<file path="config.mk">
export PLATFORM = sky130hd
export DESIGN_NAME = cdc_comparator_ctrl
export DESIGN_NICKNAME = d
export VERILOG_FILES = /design/src/common/cdc_pkg.sv /design/src/core/cdc_comparator_ctrl.sv
export SDC_FILE = /design/constraint.sdc
export NUM_CORES = 1
export LEC_CHECK = 0
export BUFFER_PORTS_ARGS = -buffer_cell sky130_fd_sc_hd__clkbuf_2
export CAP_MARGIN = 20
export CORE_ASPECT_RATIO = 1.75
export CORE_UTILIZATION = 44
export CTS_BUF_LIST = sky130_fd_sc_hd__clkbuf_8
export DETAILED_ROUTE_END_ITERATION = 6
export HOLD_SLACK_MARGIN = 0.15
export PLACE_DENSITY = 0.77
export SYNTH_ARGS = -nofsm -noshare
export SYNTH_HDL_FRONTEND = slang
export SYNTH_SLANG_ARGS = --single-unit
</file>
<file path="constraint.sdc">
create_clock -name pclk -period 1.2 [get_ports pclk]
set_input_delay 0.24 -clock pclk [delete_from_list [all_inputs] [get_ports pclk]]
set_output_delay 0.24 -clock pclk [all_outputs]
set_load 0.005 [all_outputs]
</file>
<file path="src/common/cdc_pkg.sv">
package cdc_pkg;
    // ****************************************
    // register byte addresses
    // ****************************************
    localparam logic [7:0] CDC_ADDR_CTRL0_C1 = 8'h00;
    localparam logic [7:0] CDC_ADDR_CTRL1_C1 = 8'h04;
    localparam logic [7:0] CDC_ADDR_CTRL0_C2 = 8'h08;
    localparam logic [7:0] CDC_ADDR_CTRL1_C2 = 8'h0C;
    localparam logic [7:0] CDC_ADDR_MIRROR = 8'h10;
    localparam logic [7:0] CDC_ADDR_FLAGS = 8'h14;
    // ****************************************
    // field positions
    // ****************************************
    localparam int CDC_B_ENABLE = 7;
    localparam int CDC_B_RESULT = 6;
    localparam int CDC_B_PIN_DRIVE = 5;
    localparam int CDC_B_INVERT = 4;
    localparam int CDC_B_SPEED = 2;
    localparam int CDC_B_HYST = 1;
    localparam int CDC_B_SYNC = 0;
    localparam int CDC_B_RISE_EN = 7;
    localparam int CDC_B_FALL_EN = 6;
    localparam int CDC_B_POS_LO = 4;
    localparam int CDC_B_NEG_LO = 0;
    // ****************************************
    // reset values and writable masks
    // ****************************************
    localparam logic [7:0] CDC_RST_CTRL0 = 8'h04;
    localparam logic [7:0] CDC_RST_CTRL1 = 8'h00;
    localparam logic [7:0] CDC_WMASK_CTRL0 = 8'hB7;
    localparam logic [7:0] CDC_WMASK_CTRL1 = 8'hF3;
    // ****************************************
    // types
    // ****************************************
    typedef enum logic [1:0] {
        CDC_POS_PIN = 2'b00,
        CDC_POS_CONV_REF = 2'b01,
        CDC_POS_FIXED_REF = 2'b10,
        CDC_POS_GROUND = 2'b11
    } cdc_pos_sel_t;
    typedef struct packed {
        logic enable;
        logic speed_power;
        logic hysteresis;
        cdc_pos_sel_t pos_select;
        logic [1:0] neg_select;
    } cdc_analog_ctl_t;
endpackage

</file>
<file path="src/core/cdc_comparator_ctrl.sv">
`timescale 1ns/1ps
// Operation
// - enable bit 7 of control 0 turns the comparator on
// - result bit 6 reads one when positive input exceeds negative, polarity applied
// - pin drive bit 5 routes result to pin when direction bit clear
// - invert bit 4 inverts the comparator result
// - speed/power bit 2 resets to one; zero selects low power
// - hysteresis bit 1 enables comparator hysteresis
// - sync bit 0 updates timer and pin output on timer clock falling edge
// - sync zero passes result to timer and pin without timer sampling
// - rise enable bit 7 of control 1 lets rising result set flag
// - fall enable bit 6 of control 1 lets falling result set flag
// - positive select bits 5-4: pin, converter ref, fixed ref, ground
// - negative select bits 1-0 pick one of four shared pins
// - mirror register shows second result bit 1, first bit 0, rest zero
// - control 0 bit 3 and control 1 bits 3-2 read zero
// - port reads return zero for analog-configured pins
// - software clears flag; a simultaneous new edge keeps it set
// - internal result latched each cycle; pin only latched when synchronised
// - toggling invert or enable can create an edge and set flag
module cdc_comparator_ctrl (
    // apb
    input wire logic pclk,
    input wire logic presetn,
    input wire logic psel,
    input wire logic penable,
    input wire logic pwrite,
    input wire logic [7:0] paddr,
    input wire logic [31:0] pwdata,
    output logic [31:0] prdata,
    output logic pready,
    output logic pslverr,
    // analog comparators
    input wire logic [1:0] raw_compare,
    output cdc_pkg::cdc_analog_ctl_t [1:0] analog_ctl,
    // timer clock source and outputs
    input wire logic timer_clk_src,
    output logic [1:0] timer_result,
    // output pins
    input wire logic [1:0] pin_direction_bit,
    output logic [1:0] pin_out,
    output logic [1:0] pin_oe,
    output logic [1:0] irq_flag,
    // port read masking
    input wire logic [7:0] port_pins,
    input wire logic [7:0] analog_select,
    output logic [7:0] port_read
);
    import cdc_pkg::*;

    // ****************************************
    // register file
    // ****************************************
    logic [7:0] ctrl0 [2];
    logic [7:0] ctrl1 [2];
    logic [1:0] cmp_irq_flag;
    logic [1:0] cmp_result;
    logic [1:0] result_prev;
    logic [1:0] raw_s1;
    logic [1:0] raw_s2;
    logic [1:0] tclk_s;
    logic tclk_s2;
    logic [1:0] sync_result;
    logic [7:0] port_s1;
    logic [7:0] port_s2;
    logic [1:0] set_pulse;
    logic wr_en;
    logic rd_en;
    logic addr_ok;
    logic [31:0] next_prdata;

    // ****************************************
    // address decoding
    // ****************************************
    function automatic logic [7:0] ctrl0_addr(input int idx);
        ctrl0_addr = (idx == 0) ? CDC_ADDR_CTRL0_C1 : CDC_ADDR_CTRL0_C2;
    endfunction

    function automatic logic [7:0] ctrl1_addr(input int idx);
        ctrl1_addr = (idx == 0) ? CDC_ADDR_CTRL1_C1 : CDC_ADDR_CTRL1_C2;
    endfunction

    // control 0 as read back: latched result cmp_result in place of the stored bit 6
    function automatic logic [7:0] ctrl0_view(input logic [7:0] c, input logic res);
        ctrl0_view = {c[7], res, c[5:0]};
    endfunction

    function automatic logic is_addr(input logic [7:0] a);
        is_addr = (a == CDC_ADDR_CTRL0_C1) || (a == CDC_ADDR_CTRL1_C1)
            || (a == CDC_ADDR_CTRL0_C2) || (a == CDC_ADDR_CTRL1_C2)
            || (a == CDC_ADDR_MIRROR) || (a == CDC_ADDR_FLAGS);
    endfunction

    assign addr_ok = is_addr(paddr);
    assign wr_en = psel && penable && pwrite && addr_ok;
    assign rd_en = psel && !penable && !pwrite;
    assign pready = 1'b1;
    assign pslverr = psel && penable && !addr_ok;

    // ****************************************
    // control registers, one writer each
    // ****************************************
    genvar r;
    generate
        for (r = 0; r < 2; r++)
        begin : g_reg
            logic hit0;
            logic hit1;
            assign hit0 = wr_en && (paddr == ctrl0_addr(r));
            assign hit1 = wr_en && (paddr == ctrl1_addr(r));

            always_ff @(posedge pclk or negedge presetn)
            begin
                if (!presetn)
                    ctrl0[r] <= CDC_RST_CTRL0;
                else if (hit0)
                    ctrl0[r] <= pwdata[7:0] & CDC_WMASK_CTRL0;
            end

            always_ff @(posedge pclk or negedge presetn)
            begin
                if (!presetn)
                    ctrl1[r] <= CDC_RST_CTRL1;
                else if (hit1)
                    ctrl1[r] <= pwdata[7:0] & CDC_WMASK_CTRL1;
            end
        end
    endgenerate

    // ****************************************
    // read path
    // ****************************************
    always_comb
    begin
        next_prdata = 32'h0000_0000;
        case (paddr)
            CDC_ADDR_CTRL0_C1: next_prdata[7:0] = ctrl0_view(ctrl0[0], cmp_result[0]);
            CDC_ADDR_CTRL1_C1: next_prdata[7:0] = ctrl1[0];
            CDC_ADDR_CTRL0_C2: next_prdata[7:0] = ctrl0_view(ctrl0[1], cmp_result[1]);
            CDC_ADDR_CTRL1_C2: next_prdata[7:0] = ctrl1[1];
            CDC_ADDR_MIRROR: next_prdata[1:0] = cmp_result;
            CDC_ADDR_FLAGS: next_prdata[1:0] = cmp_irq_flag;
            default: next_prdata = 32'h0000_0000;
        endcase
    end

    // read data registered in the setup cycle, valid in access
    always_ff @(posedge pclk or negedge presetn)
    begin
        if (!presetn)
            prdata <= 32'h0000_0000;
        else if (rd_en)
            prdata <= next_prdata;
    end

    // ****************************************
    // input synchronisers
    // ****************************************
    always_ff @(posedge pclk or negedge presetn)
    begin
        if (!presetn)
        begin
            raw_s1 <= 2'h0;
            raw_s2 <= 2'h0;
        end
        else
        begin
            raw_s1 <= raw_compare;
            raw_s2 <= raw_s1;
        end
    end

    always_ff @(posedge pclk or negedge presetn)
    begin
        if (!presetn)
        begin
            tclk_s <= 2'h0;
            tclk_s2 <= 1'b0;
        end
        else
        begin
            tclk_s <= {tclk_s[0], timer_clk_src};
            tclk_s2 <= tclk_s[1];
        end
    end

    always_ff @(posedge pclk or negedge presetn)
    begin
        if (!presetn)
        begin
            port_s1 <= 8'h00;
            port_s2 <= 8'h00;
        end
        else
        begin
            port_s1 <= port_pins;
            port_s2 <= port_s1;
        end
    end

    // ****************************************
    // per comparator output logic
    // ****************************************
    genvar i;
    generate
        for (i = 0; i < 2; i++)
        begin : g_cmp
            logic masked_raw;
            logic live_result;
            assign masked_raw = raw_s2[i] & ctrl0[i][CDC_B_ENABLE];
            assign live_result = masked_raw ^ ctrl0[i][CDC_B_INVERT];

            always_ff @(posedge pclk or negedge presetn)
            begin
                if (!presetn)
                    cmp_result[i] <= 1'b0;
                else
                    cmp_result[i] <= live_result;
            end

            always_ff @(posedge pclk or negedge presetn)
            begin
                if (!presetn)
                    result_prev[i] <= 1'b0;
                else
                    result_prev[i] <= cmp_result[i];
            end

            // latched only on a falling edge of the synchronised timer clock
            always_ff @(posedge pclk or negedge presetn)
            begin
                if (!presetn)
                    sync_result[i] <= 1'b0;
                else if (tclk_s2 && !tclk_s[1])
                    sync_result[i] <= live_result;
            end

            assign set_pulse[i] =
                (ctrl1[i][CDC_B_RISE_EN] && cmp_result[i] && !result_prev[i])
                || (ctrl1[i][CDC_B_FALL_EN] && !cmp_result[i] && result_prev[i]);

            always_ff @(posedge pclk or negedge presetn)
            begin
                if (!presetn)
                    cmp_irq_flag[i] <= 1'b0;
                else if (set_pulse[i])
                    cmp_irq_flag[i] <= 1'b1;
                else if (wr_en && paddr == CDC_ADDR_FLAGS && pwdata[i])
                    cmp_irq_flag[i] <= 1'b0;
            end

            // unsynchronised path is the live result, not latched
            assign timer_result[i] = ctrl0[i][CDC_B_SYNC] ? sync_result[i]
                : live_result;
            assign pin_out[i] = timer_result[i];
            assign pin_oe[i] = ctrl0[i][CDC_B_PIN_DRIVE] && !pin_direction_bit[i];

            assign analog_ctl[i].enable = ctrl0[i][CDC_B_ENABLE];
            assign analog_ctl[i].speed_power = ctrl0[i][CDC_B_SPEED];
            assign analog_ctl[i].hysteresis = ctrl0[i][CDC_B_HYST];
            assign analog_ctl[i].pos_select =
                cdc_pos_sel_t'(ctrl1[i][CDC_B_POS_LO +: 2]);
            assign analog_ctl[i].neg_select = ctrl1[i][CDC_B_NEG_LO +: 2];
        end
    endgenerate

    assign irq_flag = cmp_irq_flag;

    // ****************************************
    // port read masking
    // ****************************************
    always_ff @(posedge pclk or negedge presetn)
    begin
        if (!presetn)
            port_read <= 8'h00;
        else
            port_read <= port_s2 & ~analog_select;
    end
endmodule

</file>
### Word level (Yosys, flattened, before mapping)

Cells that the tools add are included.
Widths: inputs -> output; s select.

| operators by class | value |
|---|---|
| equal/unequal tests | 5 |
| mux-type cells | 8 |
| bitwise operators | 6 |
| reductions and logical operators | 44 |

Operator list:

| kind | number |
|---|---|
| $logic_and 1x1->1 | 24 |
| $pmux 6 s4 | 1 |
| $eq 8x4->1 const B | 2 |
| $eq 8x5->1 const B | 2 |
| $pmux 2 s6 | 1 |
| $logic_not 1->1 | 10 |
| $and 8x8->8 | 1 |
| $eq 8x3->1 const B | 1 |
| $logic_not 8->1 | 1 |
| $not 8->8 | 1 |
| $logic_or 1x1->1 | 7 |
| $mux 1 | 6 |
| $reduce_bool 2->1 | 2 |
| $and 1x1->1 | 2 |
| $xor 1x1->1 | 2 |

| storage, ports and cells | value |
|---|---|
| flip-flop bits (word level) | 71 |
| bits of input ports | 66 |
| output and inout bits | 64 |
| word-level logic and storage cells | 83 |

### Longest topological paths before layout

Gate-level depths: netlist (run 1).

| logic depth | value |
|---|---|
| word-level depth | 11 |
| mapped depth | 6 |
| mapped depth without buffers | 4 |

### Least setup slack after synthesis (run 1)

No wires, ideal clock.

| timing | value |
|---|---|
| path type | input-to-reg |
| start point | in paddr[2] |
| end point | reg ctrl0, in the netlist analog_ctl[4] |
| setup time | 125 ps |
| data arrival time | 1,352 ps |
| required time | 1,075 ps |
| setup slack | -276 ps |
| stages on the path | 4 |
| path buffers | 1 |
| cell sequence | clkbuf_2 nand4b_1 nor4_4 mux2_2 |

| on the way | value |
|---|---|
| cells in the longest elaborated chain, start to end | 8 |
| elaborated cells between the ends (all ways) | 13 |
| those cells by class | 5 x eq/ne; 8 x reduce/logical |

Ends and longest elaborated chain:

| element | RTL line | RTL |
|---|---|---|
| from (decl) | cdc_comparator_ctrl.sv:28 | `input wire logic [7:0] paddr,` |
| $eq 8x3->1 / $logic_not 8->1 (equally long branches) | cdc_comparator_ctrl.sv:89, cdc_comparator_ctrl.sv:109 |  |
| $logic_or 1x1->1 | cdc_comparator_ctrl.sv:89 | `is_addr = (a == CDC_ADDR_CTRL0_C1) \|\| (a == CDC_ADDR_CTRL1_C1)` |
| $logic_or 1x1->1 (2 in a row) | cdc_comparator_ctrl.sv:90 | `\|\| (a == CDC_ADDR_CTRL0_C2) \|\| (a == CDC_ADDR_CTRL1_C2)` |
| $logic_or 1x1->1 (2 in a row) | cdc_comparator_ctrl.sv:91 | `\|\| (a == CDC_ADDR_MIRROR) \|\| (a == CDC_ADDR_FLAGS);` |
| $logic_and 1x1->1 | cdc_comparator_ctrl.sv:95 | `assign wr_en = psel && penable && pwrite && addr_ok;` |
| $logic_and 1x1->1 * | cdc_comparator_ctrl.sv:109 | `assign hit0 = wr_en && (paddr == ctrl0_addr(r));` |
| to (signal, indexed assignment) | cdc_comparator_ctrl.sv:117 | `ctrl0[r] <= pwdata[7:0] & CDC_WMASK_CTRL0;` |
| to (decl) | cdc_comparator_ctrl.sv:54 | `logic [7:0] ctrl0 [2];` |

Every way passes the cells marked *; elsewhere a longest branch is shown, timed or not.
A chain may end at the register's enable or synchronous reset.

### Worst setup path in the final report (run 1)

| timing | value |
|---|---|
| start point | reg ctrl0, in the netlist analog_ctl[6] |
| end point | out pin_out[0] |

| on the way | value |
|---|---|
| cells in the longest elaborated chain, start to end | 3 |

Ends and longest elaborated chain:

| element | RTL line | RTL |
|---|---|---|
| $and 1x1->1 | cdc_comparator_ctrl.sv:210 | `assign masked_raw = raw_s2[i] & ctrl0[i][CDC_B_ENABLE];` |
| $xor 1x1->1 | cdc_comparator_ctrl.sv:211 | `assign live_result = masked_raw ^ ctrl0[i][CDC_B_INVERT];` |
| net g_cmp[0].live_result | cdc_comparator_ctrl.sv:209 | `logic live_result;` |
| $mux 1 | cdc_comparator_ctrl.sv:253 | `assign timer_result[i] = ctrl0[i][CDC_B_SYNC] ? sync_result[i]` |
| to (decl) | cdc_comparator_ctrl.sv:41 | `output logic [1:0] pin_out,` |

The timed path passes the listed nets, and every way through them passes these cells.

==> results of run 1 <==
## per-stage QoR
| step | worst slack (ns) | TNS, ns | power [uW] |
|---|---|---|---|
| 3_3_place_gp | -0.359 | -10.24 | 2850 |
| 3_5_place_dp | -0.433 | -12.00 | 2870 |
| 4_1_cts | -0.396 | -2.43 | 4690 |
| 2_1_floorplan | -0.262 | -6.47 | 2700 |
| 6_report | -0.373 | -2.53 | 4660 |
| 5_1_grt | -0.438 | -3.59 | 4860 |
## registers in the layout (all words and copies together) (netlist names)
name         flops
analog_ctl      14
cmp_result       2
ctrl0            6
ctrl1            4
irq_flag         2
port_read        8
port_s1          8
port_s2          8
prdata           7
raw_s1           2
raw_s2           2
result_prev      2
sync_result      2
tclk_s           2
tclk_s2          1
## layout by cell type, fill, tap and decap left out, drive strengths merged
master / Yosys / routed
mux2i: 5 / 5
clkinvlp: 0 / 3
nor3: 4 / 4
o22ai: 1 / 1
a31oi: 1 / 1
a211oi: 2 / 2
nand4b: 1 / 1
xnor2: 2 / 2
inv: 1 / 3
nand2b: 4 / 4
and3: 1 / 1
dfrtp: 68 / 68
and2: 1 / 1
a221o: 4 / 4
and3b: 1 / 1
clkinv: 0 / 1
nand3: 1 / 1
a22o: 6 / 6
conb: 2 / 26
a21oi: 2 / 2
nand4: 1 / 1
nand2: 11 / 11
mux4: 1 / 1
dfstp: 2 / 2
clkbuf: 1 / 83
nor2: 7 / 7
o31ai: 2 / 2
dlygate4sd3: 0 / 22
mux2: 28 / 28
o21ai: 1 / 1
nor4: 2 / 2
o211ai: 2 / 2
nand3b: 2 / 2
nor2b: 14 / 14
buf: 45 / 60
o32a: 1 / 1
## layout make-up
cell class                 instances  area share (%)
clock buffer                      10            3.20
clock inverter                     6            1.05
inverter                           1          0.0874
multi-input combinational        134            26.4
sequential                        70            40.8
tap                               82            2.39
timing repair buffer             155            26.0
## cell families (layout without fill, tap and decap cells)
| logic type | after synthesis | in the layout |
|---|---|---|
| DFF | 70 | 70 |
| xor gates and xnor gates | 2 | 2 |
| muxes | 34 | 34 |
| and+or+nand+nor | 50 | 50 |
| other | 2 | 26 |
| buffers and inverters | 47 | 172 |
| AOI/OAI and AO/OA | 22 | 22 |
## repair_timing
item,CTS,global route
pin swaps,8,8
hold buffers,22,0
setup endpoints to repair,39,44
resized for setup,22,12
hold endpoints to repair,91,0
buffers inserted,7,7
## cell usage after synthesis, types with 2 or more instances
| master | n |
|---|---|
| sky130_fd_sc_hd__a211oi_1 | 2 |
| sky130_fd_sc_hd__a21oi_1 | 2 |
| sky130_fd_sc_hd__a221o_1 | 4 |
| sky130_fd_sc_hd__a22o_1 | 6 |
| sky130_fd_sc_hd__buf_2 | 3 |
| sky130_fd_sc_hd__buf_4 | 42 |
| sky130_fd_sc_hd__conb_1 | 2 |
| sky130_fd_sc_hd__dfrtp_1 | 68 |
| sky130_fd_sc_hd__dfstp_2 | 2 |
| sky130_fd_sc_hd__mux2_2 | 28 |
| sky130_fd_sc_hd__mux2i_1 | 5 |
| sky130_fd_sc_hd__nand2_1 | 10 |
| sky130_fd_sc_hd__nand2b_1 | 4 |
| sky130_fd_sc_hd__nand3b_1 | 2 |
| sky130_fd_sc_hd__nor2_1 | 7 |
| sky130_fd_sc_hd__nor2b_1 | 14 |
| sky130_fd_sc_hd__nor3_4 | 3 |
| sky130_fd_sc_hd__nor4_4 | 2 |
| sky130_fd_sc_hd__o211ai_1 | 2 |
| sky130_fd_sc_hd__o31ai_1 | 2 |
| sky130_fd_sc_hd__xnor2_1 | 2 |
## how the worst max path moves through the flow
stage | to | slack, ns | cells after the start | startpoint
after floorplan | analog_ctl[0]$_DFFE_PN0P_ | -0.26 | 4 | paddr[1]
after global placement | analog_ctl[4]$_DFFE_PN0P_ | -0.36 | 6 | paddr[5]
after detailed placement | analog_ctl[4]$_DFFE_PN0P_ | -0.43 | 6 | paddr[5]
after CTS | pin_out[1] | -0.40 | 4 | analog_ctl[13]$_DFFE_PN0P_
after global routing | pin_out[0] | -0.44 | 4 | analog_ctl[6]$_DFFE_PN0P_
final | pin_out[0] | -0.37 | 4 | analog_ctl[6]$_DFFE_PN0P_
## critical path, delay by kind of cell (launching register included)
kind          cells  cell delay (ns)
simple gates      1             0.07
xor+xnor          1             0.14
mux               1             0.29
buf+inv           1             0.11
flops             1             0.38
## metal layers
layer	track usage [%]	vias to the layer above
met3	5.43	17
met4	12.6	0
li1	-	1007
met5	0	-
met2	36.1	73
met1	21.0	1080
## power by group
part | internal [uW] | switching (uW)
Combinational | 244 | 219
Clock | 815 | 921
Sequential | 2430 | 28.4
Total | 3490 | 1170
==> results by stage, run 1 <==
Outcome:
- The run finished, with violations left.
- The final reports fail on negative setup slack.

GRT:
- Entering global routing, the biggest net connects 71 pins.
- Across every metal layer, demand over resource in global routing totals 20.5%.
- The via count of the first global-routing pass is 2246.
- The number of antenna violations at the first check in global routing was 0.
- The global-route wire length before repair is 10.8 mm.
- The remaining global-route overflow is 0.

Clock tree:
- The deepest level of the CTS H-tree is 3.
- The clock-pin slew on the worst setup and hold paths is 0.07 ns.
- For this design, the sink count on the clock tree is 70.
- The worst-case clock buffer depth is 2.
- The total clock buffers created by CTS is 9.
- The clock latency reported for the late side of the worst-skew pair is 0.35 ns.
- TritonCTS built the clock tree.
- The root buffer cell is sky130_fd_sc_hd__clkbuf_8.

Synthesis:
- The synthesized netlist devotes 0.580% of its cell area to XOR and XNOR gates.
- Synthesis inferred 70 register bits.
- The average size of a mapped cell is 13.3 um2.
- After Yosys synthesis, full adders, half adders and majority gates account for 0% of the synthesized area.
- Yosys mapped the design onto 36 distinct sky130hd cell types.
- The leading area contributor after synthesis is sky130_fd_sc_hd__dfrtp_1.
- The basic-gate share of the synthesized area counting and, or, nand and nor cells is 11.3%.
- Summing the sequential cell areas from Yosys gives 58.1% of the chip area.
- The gate count after technology mapping is 227.
- In the synthesized netlist the dominant register cell turns out to be sky130_fd_sc_hd__dfrtp_1.
- The share of synthesized area in the top cell type comes to 56.3%.
- The compound-gate portion of the synthesized area is 5.80%.
- The async set-or-reset flop fraction in the synthesized netlist is 100%.
- After synthesis, the cell types taking the most area are sky130_fd_sc_hd__dfrtp_1 56%, sky130_fd_sc_hd__buf_4 10%, sky130_fd_sc_hd__mux2_2 10%, sky130_fd_sc_hd__nor2b_1 2.9%, sky130_fd_sc_hd__dfstp_2 1.7%.
- The synthesized design contains 0 enable-type register cells.
- The post-synth design cell area is 0.00302 mm2.
- The largest family of logic cells by synthesized area is multiplexers.
- The multiplexer area fraction after synthesis is 12.8%.
- The number of warnings issued by yosys is 0.

Place:
- Routability-driven placement finished with a final weighted congestion of 0.841.
- The count of buffers added on input and output ports is 78.
- The instance area after placement is 0.00366 mm2.
- The number of cells after detailed placement is 406.
- The wire-length estimate of the detail-placed layout is 4.59 mm.

Final layout:
- The final standard cell area without fillers is 0.00430 mm2.
- The area used by multi-input combinational logic is 0.00113 mm2.
- The share of the core filled with cells in the final layout is 65.2%.
- In the final layout, flip-flops and latches occupy 0.00175 mm2.
- Counting the fill cells in the layout gives 488.
- The final cell count without fillers is 458.
- At the end of the flow, the number of nets in the layout was 437.
- The repair_antennas step left the layout with diodes totalling 0.
- Of the cells placed in the final design, the portion with a size suffix greater than 1 is 51.9%.
- From synthesis to final layout, the design area changed by 42.2%.

Timing:
- The worst path setup slack after routing is -0.373 ns.
- The final clock period utilization by the worst path is 131%.
- The number of endpoints with negative hold slack in the final report is 0.
- Setup repair after global routing could not meet its margin everywhere.
- Setup violations remaining at the end of the flow were counted as 18.
- The maximum achievable frequency is 0.636 GHz.
- The largest clock skew in the final design is 0.00847 ns.
- After layout, the minimum clock period comes to 1.57 ns.
- The number of max-slew violations in the final report is 0.
- Hold timing on the final database bottoms out at a slack of 0.195 ns.

Worst setup path:
- The required time of the critical path is 0.96 ns.
- The slack of the worst reg-to-reg path is -0.20 ns.
- The depth of the most critical reg-to-reg path is 6.
- The element type at the critical path start is a flip-flop.
- The largest fanout on the critical path is 2.
- The worst flop-to-flop path startpoint is analog_ctl[6]$_DFFE_PN0P_.
- STA classifies the critical path endpoint as an output port.
- The signal on the critical path passes through nand2_1 -> xnor2_1 -> mux2_4 -> clkbuf_2.
- The capture instance of the worst register-to-register path is prdata[7]$_DFFE_PN0P_.
- For this run, the slowest stage of the critical path takes 0.38 ns.
- At the worst endpoint, the arrival time is 1.33 ns.
- By startpoint and endpoint, the worst setup path is classified as flip-flop to output port.
- The cell with the largest stage delay on the worst path is sky130_fd_sc_hd__dfrtp_1.

Routing:
- The detailed-router iteration count before antenna repair is 4.
- The detail-routed net length per standard cell is 15.0 um.
- The count of vias placed by the detailed router is 2177.
- The top layer used by detailed routing is met4.
- Once detail routing completed, the nets flagged for antenna violations numbered 0.
- After detailed routing, the wire length on met1 is 2.48 mm.
- The overall routed net length is 6.88 mm.
- In this run, the number of DRC markers left after iteration 0 of detailed routing was 108.
- After detailed routing, the number of vias per cell comes to 4.75.
- Wire segments on met3 add up to 274 um in the final route.
- The remaining design rule violation count is 0.
- Summed over all nets, wire length on met2 after detailed routing comes to 3.86 mm.

Hold path:
- The path class of the tightest hold or removal check is input pin to flip-flop.
- The worst hold path was traced through 2 stages.
- For hold timing, the worst endpoint is analog_ctl[10]$_DFFE_PN0P_.
- The startpoint identified for the worst hold timing path is pwdata[5].

Pwr:
- The standby leakage power is 0.00220 uW.
- The worst vdd rail ir drop is 1030 uV.
- The power per cell area is 1080 mW/mm2.

Die:
- The horizontal extent of the die is 64.6 um.
- The floorplan step set the die height to 112 um.
- The starting density of the core is 45.9%.
- The number of cell rows is 39.
- The die covers 0.00722 mm2.
- The core region area is 0.00659 mm2.
- During I/O placement, the number of pins put on the boundary was 130.

Run:
- The count of max-cap constraint violations is 0.
(Power assumes the default switching activity.)
==> inputs of run 2 (changes only) <==
--- a/config.mk
+++ b/config.mk
@@ -8,11 +8,11 @@
 export BUFFER_PORTS_ARGS = -buffer_cell sky130_fd_sc_hd__clkbuf_2
 export CAP_MARGIN = 20
 export CORE_ASPECT_RATIO = 1.75
-export CORE_UTILIZATION = 44
+export CORE_UTILIZATION = 30
 export CTS_BUF_LIST = sky130_fd_sc_hd__clkbuf_8
 export DETAILED_ROUTE_END_ITERATION = 6
 export HOLD_SLACK_MARGIN = 0.15
-export PLACE_DENSITY = 0.77
+export PLACE_DENSITY = 0.56
 export SYNTH_ARGS = -nofsm -noshare
 export SYNTH_HDL_FRONTEND = slang
 export SYNTH_SLANG_ARGS = --single-unit
==> results by stage, run 2 (synthesized netlist as in run 1, its figures left out) <==
Outcome:
- The flow ran to the end, but the final reports show violations.
- The checks that failed: negative setup slack.

Place:
- The quantity of I/O buffers inserted on ports is 78 (unchanged).
- The worst setup slack before clock tree synthesis is -0.425 ns (+0.00836 ns).
- The detailed-placement wirelength estimate is 4.97 mm (+8.3%).
- The routability congestion estimate from global placement is 0.743 (-12%).
- The number of cells after detailed placement came to 447 (+10%).

Worst setup path:
- The capture instance of the worst register-to-register path is prdata[1]$_DFFE_PN0P_.
- The number of buffer and inverter stages on the critical path is 1 (unchanged).
- The slack of the worst reg-to-reg path is -0.12 ns (+0.08 ns).
- The critical path ends at pin_out[0].
- Among all stages on the critical path, the largest delay is contributed by sky130_fd_sc_hd__dfrtp_1.
- The element type at the critical path start is a flip-flop.
- The depth of the most critical reg-to-reg path is 4 (-2).
- Traced cell by cell, the critical path runs through xnor2_2 -> mux2_4 -> clkbuf_2.
- The required time of the critical path was 0.96 ns (about the same).
- The setup path with the least slack is of type flip-flop to output port.
- The largest fanout on the critical path is 2 (unchanged).
- The total stage count of the critical path is 3 (-1).
- The timing startpoint of the critical path is ctrl0[12]$_DFFE_PN0P_.
- The worst setup path is captured at an output port.
- The endpoint arrival time on the critical path is 1.34 ns (about the same).
- The startpoint identified for the worst register-to-register timing path is analog_ctl[8]$_DFFE_PN0P_.
- The delay of the slowest cell on the worst path is 0.43 ns (+0.05 ns).
- The cell family contributing the most delay on the critical path is flip-flops.

Timing:
- The number of max-slew violations in the final report is 0 (unchanged).
- Setup repair after global routing could not meet its margin everywhere.
- The final clock period utilization by the worst path is 132% (+0.93 points).
- The number of endpoints with negative hold slack in the final report was 0 (unchanged).
- The clock period minus final worst setup slack is 1.58 ns (+0.0112 ns).
- The maximum achievable frequency is 0.631 GHz (-0.70%).
- The worst path setup slack after routing is -0.384 ns (-0.0112 ns).
- The largest clock skew in the final design is 0.00953 ns (+0.00106 ns).
- The count of endpoints failing setup in the final report came to 18 (unchanged).

GRT:
- The pin count of the biggest net entering global routing came to 45 (-37%).
- The global routing usage summed across all routing layers is 14.2% (-6.4 points).
- The via count of the first global-routing pass is 2169 (-3.4%).
- The remaining global-route overflow is 0 (unchanged).
- The global-route wire length before repair was 10.9 mm (+0.57%).
- The number of antenna violations at the first check in global routing is 0 (unchanged).

Routing:
- The post-route antenna net violation count came to 0 (unchanged).
- The number of design-rule violations left by the first detailed-router iteration is 118 (+9.3%).
- The count of vias placed by the detailed router came to 2125 (-2.4%).
- The remaining design rule violation count is 0 (unchanged).
- The post-detailed-route via-to-cell ratio was 4.30 (-9.5%).
- The detail-routed net length per standard cell is 14.0 um (-6.8%).
- The overall routed net length was 6.92 mm (+0.52%).
- The detailed-router iteration count before antenna repair came to 4 (unchanged).

Final layout:
- The final cell count without fillers is 494 (+7.9%).
- The antenna diode instance count was 0 (unchanged).
- The area occupied by registers is 0.00175 mm2 (unchanged).
- The area used by multi-input combinational logic is 0.00115 mm2 (+1.9%).
- The filler cell count is 965 (+98%).
- The most common library cell in the layout ignoring fill and taps is sky130_fd_sc_hd__clkbuf_2.
- The fraction of layout cells with a size suffix above 1 is 50.7% (-1.2 points).
- Leaving out fill and tap cells, the most frequent cells in the layout are 73 x sky130_fd_sc_hd__clkbuf_2, 68 x sky130_fd_sc_hd__dfrtp_1, 31 x sky130_fd_sc_hd__buf_4.
- The final layout net count is 430 (-1.6%).
- Relative to the synthesized area, the layout overhead comes to 45.1%.
- The flip-flop count of the largest register after layout is 14 (unchanged).

Clock tree:
- TritonCTS built the clock tree.
- The clock latency reported for the late side of the worst-skew pair is 0.34 ns (about the same).
- The deepest level of the CTS H-tree is 3 (unchanged).
- The clock-pin slew on the worst setup and hold paths is 0.07 ns (about the same).
- The total clock buffers created by CTS is 9 (unchanged).
- The root buffer cell is sky130_fd_sc_hd__clkbuf_8.
- The worst-case clock buffer depth came to 2 (unchanged).
- The clock sink count is 70 (unchanged).

Die:
- The starting density of the core is 30.7% (-15 points).
- The number of cell rows came to 48 (+23%).
- The number of I/O pins is 130 (unchanged).
- The core region area is 0.00985 mm2 (+50%).
- The die outline area is 0.0105 mm2 (+45%).
- The die span in y is 135 um (+21%).
- The horizontal extent of the die is 77.9 um (+20%).

Pwr:
- The worst vdd rail ir drop is 821 uV (-20%).
- The total power was 4790 uW (+3.0%).
- The power per cell area is 1090 mW/mm2 (+0.90%).
- The standby leakage power is 0.00223 uW (+1.3%).

Hold path:
- The type of the most critical hold path is input pin to flip-flop.

Run:
- The count of max-cap constraint violations is 0 (unchanged).
-- run 2: cell count changes in the layout (fill, tap and decap cells not counted), sizes merged --
| cell | change |
|---|---|
| inv | +2 |
| bufinv | +1 |
| buf | -6 |
| dlygate4sd3 | -1 |
| clkbuf | +1 |
| clkinv | -1 |
| clkinvlp | -3 |
-- run 2: power breakdown --
part           total [uW]  internal [uW]  switching (uW)
Clock                1870           1050             825
Combinational         465            248             217
Sequential           2460           2430            28.8
Total                4790           3720            1070
-- run 2: worst min path at each step --
| stage | startpoint | endpoint | slack (ns) | cells past startpoint |
|---|---|---|---|---|
| floorplan | presetn | analog_ctl[0]$_DFFE_PN0P_ | -0.06 | 0 |
| global placement | presetn | port_s1[3]$_DFF_PN0_ | 0.09 | 1 |
| detailed placement | presetn | port_s1[3]$_DFF_PN0_ | 0.09 | 1 |
| CTS | pwdata[5] | analog_ctl[10]$_DFFE_PN0P_ | 0.16 | 2 |
| global route | pwdata[5] | analog_ctl[10]$_DFFE_PN0P_ | 0.16 | 2 |
| finish | pwdata[6] | ctrl1[6]$_DFFE_PN0P_ | 0.17 | 2 |
-- run 2: area by class of cell --
class                           count  share of cell area, %
Tap cell                          125                   3.57
Multi-Input combinational cell    134                   26.3
Inverter                            1                 0.0856
Clock inverter                      5                   1.03
Clock buffer                       11                   3.45
Timing Repair Buffer              148                   25.5
Sequential cell                    70                   40.0
-- run 2: worst register-to-register path, stage by stage (launching register included) --
cell and delay (ns):
sky130_fd_sc_hd__dfrtp_1 0.39, sky130_fd_sc_hd__mux4_2 0.48, sky130_fd_sc_hd__inv_2 0.10, sky130_fd_sc_hd__o22ai_2 0.07, sky130_fd_sc_hd__a22o_1 0.17
-- run 2: timing repair --
| action | CTS | global route |
|---|---|---|
| endpoints found under the hold margin | 89 | 0 |
| pin swaps | 6 | 8 |
| buffers inserted | 8 | 5 |
| endpoints found under the setup margin | 32 | 47 |
| resized for setup | 18 | 25 |
| hold buffers | 21 | 0 |
-- run 2: metrics by stage --
step	utilization, %	TNS, ns	hold WS [ns]	area (um2)
2_1_floorplan	-	-6.47	-0.0556	3180
5_1_grt	44.5	-3.45	0.163	4380
4_1_cts	43.2	-2.48	0.157	4260
3_5_place_dp	37.9	-11.40	0.0874	3740
3_3_place_gp	37.9	-10.49	0.0852	3740
6_report	44.5	-2.18	0.172	4380
-- run 2: metal layers --
layer	track usage [%]	share of wire, %	wire, um
met3	3.51	4.9	339
met5	0	0	0
met2	26.6	57	3920
met4	7.34	2.6	179
met1	14.1	36	2480
